$ cat src/bmrc_pkg.sv
// Constants, field layout and state encoding of the bus monitor record control
// How it works
// - Selector 00 stamps the time tag at the mid-bit of the last data bit of the last word of the message.
// - Selector 01 stamps the time tag at the mid-bit of the first data bit of the first word of the message.
// - Selector 10 stamps the time tag at the mid-bit of the last data bit of the first word of the message.
// - Selector 11 disables stamping and every record carries a time tag of zero.
// - The last bit is data bit 15, the one just before the parity bit, never the parity bit.
// - The first bit is data bit 0, whose mid-bit comes half a microsecond after the sync.
// - Start mode 00 opens a record only on a complete good command word and stores nothing earlier.
// - Start mode 01 opens a record on a complete good word with either sync type.
// - A record opened by a data-sync word raises the sync error flag of that message.
// - Start mode 10 opens on command sync plus two data bits and flags an invalid word if no good command word follows.
// - Start mode 11 opens on any sync plus two data bits and flags an invalid word if no good Manchester word follows.
// - With the keep bit at 0 a bad word after the first word of the record aborts the record unstored and the start condition is awaited again.
// - With the keep bit at 1 a bad word is stored and recording goes on until the message ends.
package bmrc_pkg;

  // ----------------------------------------------------------------
  // Configuration register layout
  // ----------------------------------------------------------------
  localparam logic [15:0] CFG_ADDR = 16'h0029;
  localparam logic [15:0] CFG_RESET = 16'h0801;
  localparam logic [15:0] CFG_RO_ONES = 16'h0001;
  localparam int CFG_STAMP_LSB = 8;
  localparam int CFG_START_LSB = 5;
  localparam int CFG_KEEP_BIT = 4;

  // ----------------------------------------------------------------
  // Field encodings
  // ----------------------------------------------------------------
  localparam logic [1:0] STAMP_LAST_LAST = 2'h0;
  localparam logic [1:0] STAMP_FIRST_FIRST = 2'h1;
  localparam logic [1:0] STAMP_LAST_FIRST = 2'h2;
  localparam logic [1:0] STAMP_OFF = 2'h3;
  localparam logic [1:0] START_CMD_WORD = 2'h0;
  localparam logic [1:0] START_ANY_WORD = 2'h1;
  localparam logic [1:0] START_CMD_FRAG = 2'h2;
  localparam logic [1:0] START_ANY_FRAG = 2'h3;

  // ----------------------------------------------------------------
  // Word bit positions and widths
  // ----------------------------------------------------------------
  localparam logic [4:0] FIRST_DATA_BIT = 5'h00;
  localparam logic [4:0] LAST_DATA_BIT = 5'h0F;
  localparam int TT_W = 48;
  localparam int CNT_W = 6;
  localparam logic [CNT_W-1:0] CNT_ONE = 6'h01;
  localparam logic [TT_W-1:0] TT_ZERO = 48'h0000_0000_0000;

  // ----------------------------------------------------------------
  // Recorder states
  // ----------------------------------------------------------------
  typedef enum logic [2:0] {
    ST_IDLE = 3'b001,
    ST_FIRST = 3'b010,
    ST_REC = 3'b100
  } bmrc_state_t;

endpackage : bmrc_pkg

$ cat src/bmrc_stamp_if.sv
// Carrier between the recorder control and the time tag latch
`timescale 1ns/1ps
interface bmrc_stamp_if;
  import bmrc_pkg::*;
  logic [1:0] sel;
  logic sync_det;
  logic bit_mid;
  logic [4:0] bit_index;
  logic [TT_W-1:0] time_tag;
  logic clear;
  logic commit_first;
  logic commit_word;
  logic [TT_W-1:0] stamp;

  modport ctrl (
    output sel, sync_det, bit_mid, bit_index, time_tag, clear, commit_first, commit_word,
    input stamp
  );
  modport unit (
    input sel, sync_det, bit_mid, bit_index, time_tag, clear, commit_first, commit_word,
    output stamp
  );
endinterface : bmrc_stamp_if

$ cat src/bmrc_stamp.sv
// Time tag latch that samples the counter on the selected mid-bit event
`timescale 1ns/1ps
module bmrc_stamp
  import bmrc_pkg::*;
(
  input wire logic i_sys_clk,
  input wire logic i_nrst,
  input wire logic i_clk_en,
  bmrc_stamp_if.unit st
);

  logic [TT_W-1:0] cand_q;
  logic [TT_W-1:0] cand_d;
  logic [TT_W-1:0] stamp_q;
  logic [TT_W-1:0] stamp_d;
  logic [4:0] event_bit;

  // ----------------------------------------------------------------
  // Next values
  // ----------------------------------------------------------------
  always_comb begin
    event_bit = (st.sel == STAMP_FIRST_FIRST) ? FIRST_DATA_BIT : LAST_DATA_BIT;
    cand_d = cand_q;
    stamp_d = stamp_q;
    // Stale candidates from a word fragment are dropped at the next sync
    if (st.sync_det) begin
      cand_d = TT_ZERO;
    end
    if (st.bit_mid && (st.bit_index == event_bit)) begin
      cand_d = st.time_tag;
    end
    if (st.clear) begin
      stamp_d = TT_ZERO;
    end
    if (st.commit_first && ((st.sel == STAMP_FIRST_FIRST) || (st.sel == STAMP_LAST_FIRST))) begin
      stamp_d = cand_q;
    end
    if (st.commit_word && (st.sel == STAMP_LAST_LAST)) begin
      stamp_d = cand_q;
    end
    if (st.sel == STAMP_OFF) begin
      stamp_d = TT_ZERO;
    end
  end

  // ----------------------------------------------------------------
  // Registers
  // ----------------------------------------------------------------
  always_ff @(posedge i_sys_clk or negedge i_nrst) begin
    if (!i_nrst) begin
      cand_q <= TT_ZERO;
      stamp_q <= TT_ZERO;
    end else if (i_clk_en) begin
      cand_q <= cand_d;
      stamp_q <= stamp_d;
    end
  end

  assign st.stamp = stamp_q;

endmodule : bmrc_stamp

$ cat src/bmrc_top.sv
// Capture control of the simple message monitor: start, abort and time tag of records
`timescale 1ns/1ps
module bmrc_top
  import bmrc_pkg::*;
(
  input wire logic i_sys_clk,
  input wire logic i_nrst,
  input wire logic i_clk_en,
  input wire logic i_cfg_we,
  input wire logic [15:0] i_cfg_wdata,
  output logic [15:0] o_cfg_rdata,
  input wire logic i_sync_det,
  input wire logic i_sync_is_cmd,
  input wire logic i_bit_mid,
  input wire logic [4:0] i_bit_index,
  input wire logic i_two_bits,
  input wire logic i_word_done,
  input wire logic i_word_manch_ok,
  input wire logic i_word_parity_ok,
  input wire logic i_word_is_cmd,
  input wire logic [15:0] i_word_data,
  input wire logic i_msg_end,
  input wire logic [TT_W-1:0] i_time_tag,
  output logic o_rec_start,
  output logic o_rec_word_vld,
  output logic [15:0] o_rec_word,
  output logic o_rec_word_is_cmd,
  output logic o_rec_end,
  output logic o_rec_abort,
  output logic [TT_W-1:0] o_stamp,
  output logic o_sync_err,
  output logic o_invalid_err,
  output logic o_recording,
  output logic [CNT_W-1:0] o_word_count
);

  // ----------------------------------------------------------------
  // Decoding helpers
  // ----------------------------------------------------------------
  function automatic logic word_ok(input logic manch_ok, input logic parity_ok);
    word_ok = manch_ok && parity_ok;
  endfunction : word_ok

  // A complete good command word is demanded by the command-word start and by the command-fragment check
  function automatic logic good_cmd(input logic ok, input logic is_cmd);
    good_cmd = ok && is_cmd;
  endfunction : good_cmd

  // Only the modes that accept data sync can open a record on it
  function automatic logic opens_on_data(input logic [1:0] mode, input logic word_cmd, input logic sync_cmd);
    opens_on_data = (mode == START_ANY_WORD) ? !word_cmd : (mode == START_ANY_FRAG) ? !sync_cmd : 1'b0;
  endfunction : opens_on_data

  // ----------------------------------------------------------------
  // Declarations
  // ----------------------------------------------------------------
  logic [15:0] cfg_q;
  logic [15:0] cfg_d;
  bmrc_state_t state_q;
  bmrc_state_t state_d;
  logic sync_err_q;
  logic sync_err_d;
  logic inv_q;
  logic inv_d;
  logic start_q;
  logic start_d;
  logic wvld_q;
  logic wvld_d;
  logic [15:0] word_q;
  logic [15:0] word_d;
  logic wcmd_q;
  logic wcmd_d;
  logic end_q;
  logic end_d;
  logic abort_q;
  logic abort_d;
  logic [CNT_W-1:0] cnt_q;
  logic [CNT_W-1:0] cnt_d;
  logic rec_q;
  logic rec_d;
  logic [1:0] start_mode;
  logic keep_bad;
  logic good;
  logic store_w;
  logic begin_rec;
  logic commit_first;
  logic commit_word;

  bmrc_stamp_if st_if ();

  // ----------------------------------------------------------------
  // Configuration fields
  // ----------------------------------------------------------------
  // Bits 7 and 3 are stored for readback only and steer nothing
  assign start_mode = cfg_q[CFG_START_LSB +: 2];
  assign keep_bad = cfg_q[CFG_KEEP_BIT];
  assign good = word_ok(i_word_manch_ok, i_word_parity_ok);

  always_comb begin
    cfg_d = cfg_q;
    if (i_cfg_we) begin
      // Bit 0 is forced here so the readback needs no gate after the register
      cfg_d = i_cfg_wdata | CFG_RO_ONES;
    end
  end

  // ----------------------------------------------------------------
  // Configuration register
  // ----------------------------------------------------------------
  always_ff @(posedge i_sys_clk or negedge i_nrst) begin
    if (!i_nrst) begin
      cfg_q <= CFG_RESET;
    end else if (i_clk_en) begin
      cfg_q <= cfg_d;
    end
  end

  // ----------------------------------------------------------------
  // Recorder state machine
  // ----------------------------------------------------------------
  always_comb begin
    state_d = state_q;
    sync_err_d = sync_err_q;
    inv_d = inv_q;
    start_d = 1'b0;
    wvld_d = 1'b0;
    word_d = word_q;
    wcmd_d = wcmd_q;
    end_d = 1'b0;
    abort_d = 1'b0;
    cnt_d = cnt_q;
    store_w = 1'b0;
    begin_rec = 1'b0;
    commit_first = 1'b0;
    commit_word = 1'b0;
    case (state_q)
      ST_IDLE: begin
        case (start_mode)
          START_CMD_WORD: begin
            if (i_word_done && good_cmd(good, i_word_is_cmd)) begin
              begin_rec = 1'b1;
              store_w = 1'b1;
              commit_first = 1'b1;
              state_d = ST_REC;
            end
          end
          START_ANY_WORD: begin
            if (i_word_done && good) begin
              begin_rec = 1'b1;
              store_w = 1'b1;
              commit_first = 1'b1;
              state_d = ST_REC;
            end
          end
          START_CMD_FRAG: begin
            if (i_two_bits && i_sync_is_cmd) begin
              begin_rec = 1'b1;
              state_d = ST_FIRST;
            end
          end
          default: begin
            if (i_two_bits) begin
              begin_rec = 1'b1;
              state_d = ST_FIRST;
            end
          end
        endcase
      end
      ST_FIRST: begin
        // Fragment modes keep the first word whatever its quality
        if (i_word_done) begin
          store_w = 1'b1;
          commit_first = 1'b1;
          state_d = ST_REC;
          if ((start_mode == START_CMD_FRAG) && !good_cmd(good, i_word_is_cmd)) begin
            inv_d = 1'b1;
          end
          if ((start_mode == START_ANY_FRAG) && !i_word_manch_ok) begin
            inv_d = 1'b1;
          end
        end
        if (i_msg_end) begin
          end_d = 1'b1;
          state_d = ST_IDLE;
        end
      end
      ST_REC: begin
        if (i_word_done && good) begin
          store_w = 1'b1;
        end else if (i_word_done && keep_bad) begin
          store_w = 1'b1;
          inv_d = 1'b1;
        end else if (i_word_done) begin
          abort_d = 1'b1;
          state_d = ST_IDLE;
        end
        // Abort wins over end so a dropped record is never reported complete
        if (i_msg_end && !abort_d) begin
          end_d = 1'b1;
          state_d = ST_IDLE;
        end
      end
      default: begin
        state_d = ST_IDLE;
      end
    endcase
    if (begin_rec) begin
      start_d = 1'b1;
      cnt_d = '0;
      inv_d = 1'b0;
      sync_err_d = opens_on_data(start_mode, i_word_is_cmd, i_sync_is_cmd);
    end
    if (store_w) begin
      wvld_d = 1'b1;
      word_d = i_word_data;
      wcmd_d = i_word_is_cmd;
      commit_word = 1'b1;
      // Count sticks at its top value so an endless record cannot wrap back to zero
      if (begin_rec) begin
        cnt_d = CNT_ONE;
      end else if (cnt_q != '1) begin
        cnt_d = cnt_q + CNT_ONE;
      end
    end
    // Registered so the recording level leaves a flop like the other status outputs
    rec_d = (state_d != ST_IDLE);
  end

  // ----------------------------------------------------------------
  // Registers
  // ----------------------------------------------------------------
  // All state holds while the clock enable is low
  always_ff @(posedge i_sys_clk or negedge i_nrst) begin
    if (!i_nrst) begin
      state_q <= ST_IDLE;
      rec_q <= 1'b0;
      sync_err_q <= 1'b0;
      inv_q <= 1'b0;
      start_q <= 1'b0;
      wvld_q <= 1'b0;
      word_q <= 16'h0000;
      wcmd_q <= 1'b0;
      end_q <= 1'b0;
      abort_q <= 1'b0;
      cnt_q <= '0;
    end else if (i_clk_en) begin
      state_q <= state_d;
      rec_q <= rec_d;
      sync_err_q <= sync_err_d;
      inv_q <= inv_d;
      start_q <= start_d;
      wvld_q <= wvld_d;
      word_q <= word_d;
      wcmd_q <= wcmd_d;
      end_q <= end_d;
      abort_q <= abort_d;
      cnt_q <= cnt_d;
    end
  end

  // ----------------------------------------------------------------
  // Time tag latch
  // ----------------------------------------------------------------
  assign st_if.sel = cfg_q[CFG_STAMP_LSB +: 2];
  assign st_if.sync_det = i_sync_det;
  assign st_if.bit_mid = i_bit_mid;
  assign st_if.bit_index = i_bit_index;
  assign st_if.time_tag = i_time_tag;
  assign st_if.clear = begin_rec;
  assign st_if.commit_first = commit_first;
  assign st_if.commit_word = commit_word;

  bmrc_stamp u_stamp (
    .i_sys_clk(i_sys_clk),
    .i_nrst(i_nrst),
    .i_clk_en(i_clk_en),
    .st(st_if.unit)
  );

  // ----------------------------------------------------------------
  // Outputs
  // ----------------------------------------------------------------
  assign o_cfg_rdata = cfg_q;
  assign o_rec_start = start_q;
  assign o_rec_word_vld = wvld_q;
  assign o_rec_word = word_q;
  assign o_rec_word_is_cmd = wcmd_q;
  assign o_rec_end = end_q;
  assign o_rec_abort = abort_q;
  assign o_stamp = st_if.stamp;
  assign o_sync_err = sync_err_q;
  assign o_invalid_err = inv_q;
  assign o_recording = rec_q;
  assign o_word_count = cnt_q;

endmodule : bmrc_top

$ cat config.mk
export PLATFORM = sky130hd
export DESIGN_NAME = bmrc_top
export DESIGN_NICKNAME = d
export VERILOG_FILES = /design/src/bmrc_pkg.sv /design/src/bmrc_stamp_if.sv /design/src/bmrc_stamp.sv /design/src/bmrc_top.sv
export SDC_FILE = /design/constraint.sdc
export NUM_CORES = 1
export LEC_CHECK = 0
export BUFFER_PORTS_ARGS = -buffer_cell sky130_fd_sc_hd__buf_2
export CORE_ASPECT_RATIO = 0.8
export CORE_MARGIN = 2
export CORE_UTILIZATION = 35
export CTS_CLUSTER_SIZE = 28
export DETAILED_ROUTE_END_ITERATION = 10
export PLACE_DENSITY = 0.55
export SLEW_MARGIN = 20
export SYNTH_ARGS = -nofsm -noshare
export SYNTH_HDL_FRONTEND = slang
export SYNTH_SLANG_ARGS = --single-unit
$ cat constraint.sdc
create_clock -name i_sys_clk -period 3.6 [get_ports i_sys_clk]
set_clock_uncertainty 0.1 [all_clocks]
set_input_delay 0 -clock i_sys_clk [delete_from_list [all_inputs] [get_ports i_sys_clk]]
set_output_delay 0 -clock i_sys_clk [all_outputs]
set_load 0.02 [all_outputs]
==> flow_summary.yaml, run 1 <==
setup_path:
  timing.critical_path.required_ns: 3.85
  r2r_cells: 6
  worst-path-max-fanout: 5
  worstSetupEndpointType: "register"
  worstSetupPathType: "reg -> reg"
  timing.critical_path.from_type: "register"
  worst-endpoint-arrival_ns: 2.89
final_layout:
  design.final.nets: 845
  finished_cell_area_um2: 8680
  commonest_cells_after_routing_fill_and_taps_aside: "sky130_fd_sc_hd__buf_2 (188), sky130_fd_sc_hd__dfrtp_1 (142), sky130_fd_sc_hd__dlygate4sd3_1 (93)"
  finalNonFillerCells: 976
  post_route_cells_drive_above_1_share_pct: 36.9
  layout.cells.most_common: "sky130_fd_sc_hd__buf_2"
  antenna_cells_inserted: 0
  syn2layout_area_growth_pct: 45.1
clock_network:
  postCtsResizedCells: 0
  cts-buffers-inserted: 17
  tritoncts: "done"
  cts-root-to-sink-buffers: 2
  clock_insertion_delay_worst_skew_ns: 0.41
  clk_transition_reported_paths_ns: 0.06
  cts_root_buf: "sky130_fd_sc_hd__clkbuf_16"
  clock-sinks: 144
  max_h_tree_level: 4
worst_hold_path:
  min_path_type: "in -> async"
placed_design:
  place.detailed.hpwl_um: 10600
  post-place-cells: 851
  dp_worst_setup_slack_ns: 1.07
  port_buffers: 189
  placed_cell_area_um2: 7160
  gp_congestion: 0.855
sta:
  max-slew-margin-rel_pct: 45.5
  report.final.hold_viol_count: 0
  setup_slack_ns: 0.956
  tns_ns: 0
  max_clock_freq_mhz: 378
  max_slew.worst_pin.slew_ns: 0.817
  timing.hold.ws_ns: 0.142
  post_layout_min_period_ns: 2.64
  unrepaired_setup_endpoints_after_global_routing: "no"
  layout_worst_path_cycle_share_pct: 73.4
  setup_violations: 0
  timing.final.max_slew_violations: 0
grt:
  grt_overall_usage_pct: 19.1
  initial_antenna_violation_count: 0
  grt_pass1_wl_um: 26900
  overflow: 0
  vias_in_the_first_global_route: 5196
  largest_net_degree_at_the_start_of_global_routing: 92
logic_synthesis:
  yosysWarningCount: 0
  synth.cell_area_um2: 5980
  synth-edff-count: 0
  synth_largest_type_area_fraction_pct: 59.4
  syn_inst: 469
  synthDominantAreaCellType: "sky130_fd_sc_hd__dfrtp_1"
  synthDistinctLibCells: 58
  synthTopCellsByArea: "sky130_fd_sc_hd__dfrtp_1 (59%), sky130_fd_sc_hd__a22o_1 (7.0%), sky130_fd_sc_hd__o2bb2ai_1 (6.6%), sky130_fd_sc_hd__mux2_2 (5.8%), sky130_fd_sc_hd__o21ai_0 (4.5%)"
  ys.flop_type: "sky130_fd_sc_hd__dfrtp_1"
  seq_area_frac_synth_pct: 60.3
  ys_ff_latch: 144
  syn_area_per_cell_um2: 12.8
  async_flop_share_pct: 100
  postSynthNetCount: 571
routing:
  drt_drc_violations_left: 0
  vias: 4978
  drt_first_pass_iters: 4
  route.final.wire_length_um: 16600
  routed_vias_inst: 5.10
  final_antenna_net_count: 0
  detail_route.iter0.violations: 253
  wl_per_cell_um: 17.0
floorplanning:
  start_util_pct: 35.9
  die_area_um2: 18200
  placement_rows: 42
  pin_count: 192
  core_area_um2: 16700
  chipHeight_um: 121
  floorplan.die.width_um: 150
power_and_ir_drop:
  p_leak_uw: 0.00416
  ir_worst_vdd_v: 0.000267
  power.density_cell_area_nw_per_um2: 526
job:
  max-cap-violations: 0
status:
  status: "finished clean"
## stage by stage
step           utilization, %  total power (µW)
2_1_floorplan               -              2400
3_3_place_gp             43.0              2720
3_5_place_dp             43.0              2750
4_1_cts                  52.1              4620
5_1_grt                  52.1              4780
6_report                 52.1              4560
## power by group
| part | internal [µW] | switching, µW |
|---|---|---|
| Sequential | 1780 | 113 |
| Clock | 1100 | 671 |
| Combinational | 383 | 517 |
| Total | 3260 | 1300 |
## metal layers
metal / vias to the layer above / track usage [%] / share of wire (%)
li1: 2304 / - / -
met1: 2501 / 25.7 / 46
met2: 157 / 30.1 / 48
met3: 16 / 5.08 / 5.1
met4: 0 / 6.13 / 1.5
met5: - / 0 / 0
## final timing paths
kind                              startpoint                 to  slack [ns]
max in group asynchronous             i_nrst      o_rec_word[4]        2.38
max                           o_cfg_rdata[4]        o_rec_abort        0.96
min in group i_sys_clk      i_word_parity_ok         state_q[2]        0.16
min                                   i_nrst        o_recording        0.14
min reg2reg                o_rec_word_is_cmd  o_rec_word_is_cmd        0.38
max reg2reg                   o_cfg_rdata[4]        o_rec_abort        0.96
## sequential cells by signal, indices dropped and copies added, names as in the netlist, 3 cells and up
name / flops
u_stamp.cand_q: 48
u_stamp.st.stamp: 48
o_rec_word: 16
o_cfg_rdata: 15
o_word_count: 6
state_q: 3
## worst max-delay path, cell delays in order (launching register included)
cell and delay, ns:
sky130_fd_sc_hd__dfrtp_1 0.44, sky130_fd_sc_hd__a21oi_1 0.19, sky130_fd_sc_hd__dlygate4sd3_1 0.59, sky130_fd_sc_hd__nand3_1 0.07, sky130_fd_sc_hd__dlygate4sd3_1 0.57, sky130_fd_sc_hd__o21ai_0 0.07, sky130_fd_sc_hd__dlygate4sd3_1 0.56
## logic make-up (layout without fill, tap and decap cells)
family | count (synthesis) | after routing | synth area share [%]
DFF | 144 | 144 | 60.3
buffers and inverters | 47 | 334 | 3.72
muxes | 32 | 32 | 6.00
AOI/OAI and AO/OA | 181 | 181 | 23.0
other | 1 | 1 | 0.0627
xor gates and xnor gates | 2 | 2 | 0.293
adders and majority gates | 4 | 4 | 0.837
and+or+nand+nor | 58 | 58 | 5.77
## layout make-up
| type | instances | area [µm²] |
|---|---|---|
| clock buffer | 25 | 495 |
| clock inverter | 7 | 97.6 |
| fill | 1451 | 7980 |
| inverter | 11 | 41.3 |
| multi-input combinational | 278 | 2190 |
| sequential | 144 | 3610 |
| tap | 220 | 275 |
| timing repair buffer | 291 | 1980 |
## cells in the mapped netlist (2+ instances only)
cell,instances
sky130_fd_sc_hd__a22o_1,48
sky130_fd_sc_hd__buf_4,6
sky130_fd_sc_hd__xnor2_1,2
sky130_fd_sc_hd__clkbuf_1,20
sky130_fd_sc_hd__inv_1,11
sky130_fd_sc_hd__a21oi_4,2
sky130_fd_sc_hd__nand3_1,6
sky130_fd_sc_hd__ha_1,4
sky130_fd_sc_hd__nor2_1,10
sky130_fd_sc_hd__dfrtp_1,142
sky130_fd_sc_hd__nor3_1,4
sky130_fd_sc_hd__o21ai_0,54
sky130_fd_sc_hd__a21oi_1,8
sky130_fd_sc_hd__nor2b_1,4
sky130_fd_sc_hd__nand2_1,11
sky130_fd_sc_hd__and4bb_2,2
sky130_fd_sc_hd__a21o_1,4
sky130_fd_sc_hd__nand2b_1,2
sky130_fd_sc_hd__o2bb2ai_1,45
sky130_fd_sc_hd__dfstp_2,2
sky130_fd_sc_hd__buf_2,7
sky130_fd_sc_hd__buf_6,2
sky130_fd_sc_hd__mux2_2,31
sky130_fd_sc_hd__nand4_1,2
sky130_fd_sc_hd__a31o_2,4
sky130_fd_sc_hd__nor3b_1,4
## what timing repair did
action	4_1_cts	5_1_grt
endpoints found under the hold margin	177	0
hold buffers	93	0
setup buffers	0	0
endpoints found under the setup margin	0	0
No activity file was read; power rests on OpenSTA's default activity.
==> run 2, diff against run 1 <==
Settings changed: PLACE_DENSITY 0.55 to 0.57.
Clock period 3.6 ns to 2.3 ns, I/O delays scaled along.
==> run 2 against run 1 <==
  * Core utilization rose by 0.57 points
  * Final area rose by 1.1%
  * Non-clock buffer count rose by 9
  * Worst setup slack got worse by 0.85 ns
  * Wire length fell by 1.3%
  * Clock power rose by 53%
  * Total power rose by 55%
  * Sequential share of layout area fell by 0.45 points
  * First-iteration DRC count rose by 0.79%
  * Largest cell class unchanged
==> flow_summary.yaml, run 2 (synthesis results as in run 1) <==
clock_network:
  clk_transition_reported_paths_ns: 0.06
  cts-buffers-inserted: 17
  clock_insertion_delay_worst_skew_ns: 0.41
  max_h_tree_level: 4
  cts_root_buf: "sky130_fd_sc_hd__clkbuf_16"
  clock-sinks: 144
  cts_setup_buffers: 0
  cts-root-to-sink-buffers: 2
  tritoncts: "done"
final_layout:
  multi_input_comb_area_um2: 2190
  design.final.nets: 854
  antenna_cells_inserted: 0
  layout.cells.most_common: "sky130_fd_sc_hd__buf_2"
  seq_area_um2: 3610
  fill_cells: 1454
  finish.utilization_pct: 52.7
  syn2layout_area_growth_pct: 46.7
  commonest_cells_after_routing_fill_and_taps_aside: "sky130_fd_sc_hd__buf_2 (188), sky130_fd_sc_hd__dfrtp_1 (142), sky130_fd_sc_hd__dlygate4sd3_1 (91)"
  post_route_cells_drive_above_1_share_pct: 38.2
grt:
  grt_pass1_wl_um: 26400
  grt_overall_usage_pct: 18.6
  met1_usage_pct: 24.6
  vias_in_the_first_global_route: 5056
  initial_antenna_violation_count: 0
  grt_busiest_layer: "met2"
  use_met2_pct: 30.6
  largest_net_degree_at_the_start_of_global_routing: 68
  overflow: 0
  met3_usage_grt_pct: 4.14
placed_design:
  place.detailed.hpwl_um: 10500
  port_buffers: 189
  gp_congestion: 0.829
floorplanning:
  chipHeight_um: 121
  placement_rows: 42
  die_area_um2: 18200
  floorplan.die.width_um: 150
  core_area_um2: 16700
  pin_count: 192
  start_util_pct: 35.9
status:
  status: "finished clean"
sta:
  layout_worst_path_cycle_share_pct: 95.3
  report.final.hold_viol_count: 0
  unrepaired_setup_endpoints_after_global_routing: "no"
  post_layout_min_period_ns: 2.19
  timing.final.max_slew_violations: 0
  max-slew-margin-rel_pct: 58.2
  tns_ns: 0
  max_clock_freq_mhz: 456
  timing.hold.ws_ns: 0.0598
  setup_violations: 0
  max_slew.worst_pin.slew_ns: 0.627
power_and_ir_drop:
  power.density_cell_area_nw_per_um2: 807
  ir_worst_vdd_v: 0.000478
  p_leak_uw: 0.00421
routing:
  routed_vias_inst: 5.04
  final_antenna_net_count: 0
  route.final.wire_length_um: 16400
  vias: 4961
  wl_per_cell_um: 16.7
  detail_route.iter0.violations: 255
  drt_drc_violations_left: 0
  drt_first_pass_iters: 4
setup_path:
  crit_slowest_cell: "sky130_fd_sc_hd__dfstp_2"
  cp_top_family: "simple AND/OR/NAND/NOR gates"
  worst-path-max-fanout: 20
  timing.critical_path.from_type: "register"
  timing.critical_path.required_ns: 2.49
  r2r_slack_ns: 0.11
  cp_slowest_stage_delay_ns: 0.57
  critical_path_buf_inv_count: 1
  worstSetupEndpointType: "register"
  worstSetupPathType: "reg -> reg"
  crit_path_cell_trace: "nor3b_4 -> or3b_1 -> a21oi_4 -> buf_12 -> mux2_2"
  worst-endpoint-arrival_ns: 2.38
job:
  max-cap-violations: 0
worst_hold_path:
  min_path_type: "in -> async"
## run 2: timing repair
| item | in CTS | in global routing |
|---|---|---|
| hold buffers | 91 | 0 |
| gates resized for setup | 0 | 2 |
| setup endpoints to repair | 0 | 20 |
| endpoints found under the hold margin | 209 | 0 |
## run 2: per-stage QoR
stage	setup WS, ns	cells	instance area [µm²]	power [µW]
after CTS	0.115	984	8770	7160
after detailed placement	0.125	862	7280	4320
final	0.109	984	8780	7080
after floorplan	0.163	469	5980	3750
after global placement	0.147	862	7280	4280
after global routing	0.0149	984	8780	7430
## run 2: per-layer routing
layer,vias to the layer above,routed length [µm]
li1,2333,-
met1,2475,7380
met2,140,8050
met3,13,791
met4,0,183
met5,-,0
## run 2: power breakdown
group          total [µW]  switching, µW  internal [µW]
Sequential           2950            168           2790
Clock                2700           1020           1680
Combinational        1430            812            619
Total                7080           2000           5080
## run 2: final timing paths
| check | start | end | cells past startpoint |
|---|---|---|---|
| setup / recovery | state_q[0] | o_rec_word[0] | 5 |
| hold / removal | i_nrst | o_cfg_rdata[4] | 2 |
| setup reg to reg | state_q[0] | o_rec_word[0] | 5 |
| hold reg to reg | o_rec_start | o_rec_start | 1 |
| max in group asynchronous | i_nrst | u_stamp.cand_q[38] | 3 |
| min in group i_sys_clk | i_sync_det | u_stamp.cand_q[16] | 4 |
## run 2: area by class of cell
class	count	area share, %
Sequential cell	144	41.1
Tap cell	220	3.14
Timing Repair Buffer	300	23.7
Multi-Input combinational cell	278	25.0
Inverter	11	0.470
Clock buffer	22	5.40
Clock inverter	9	1.24
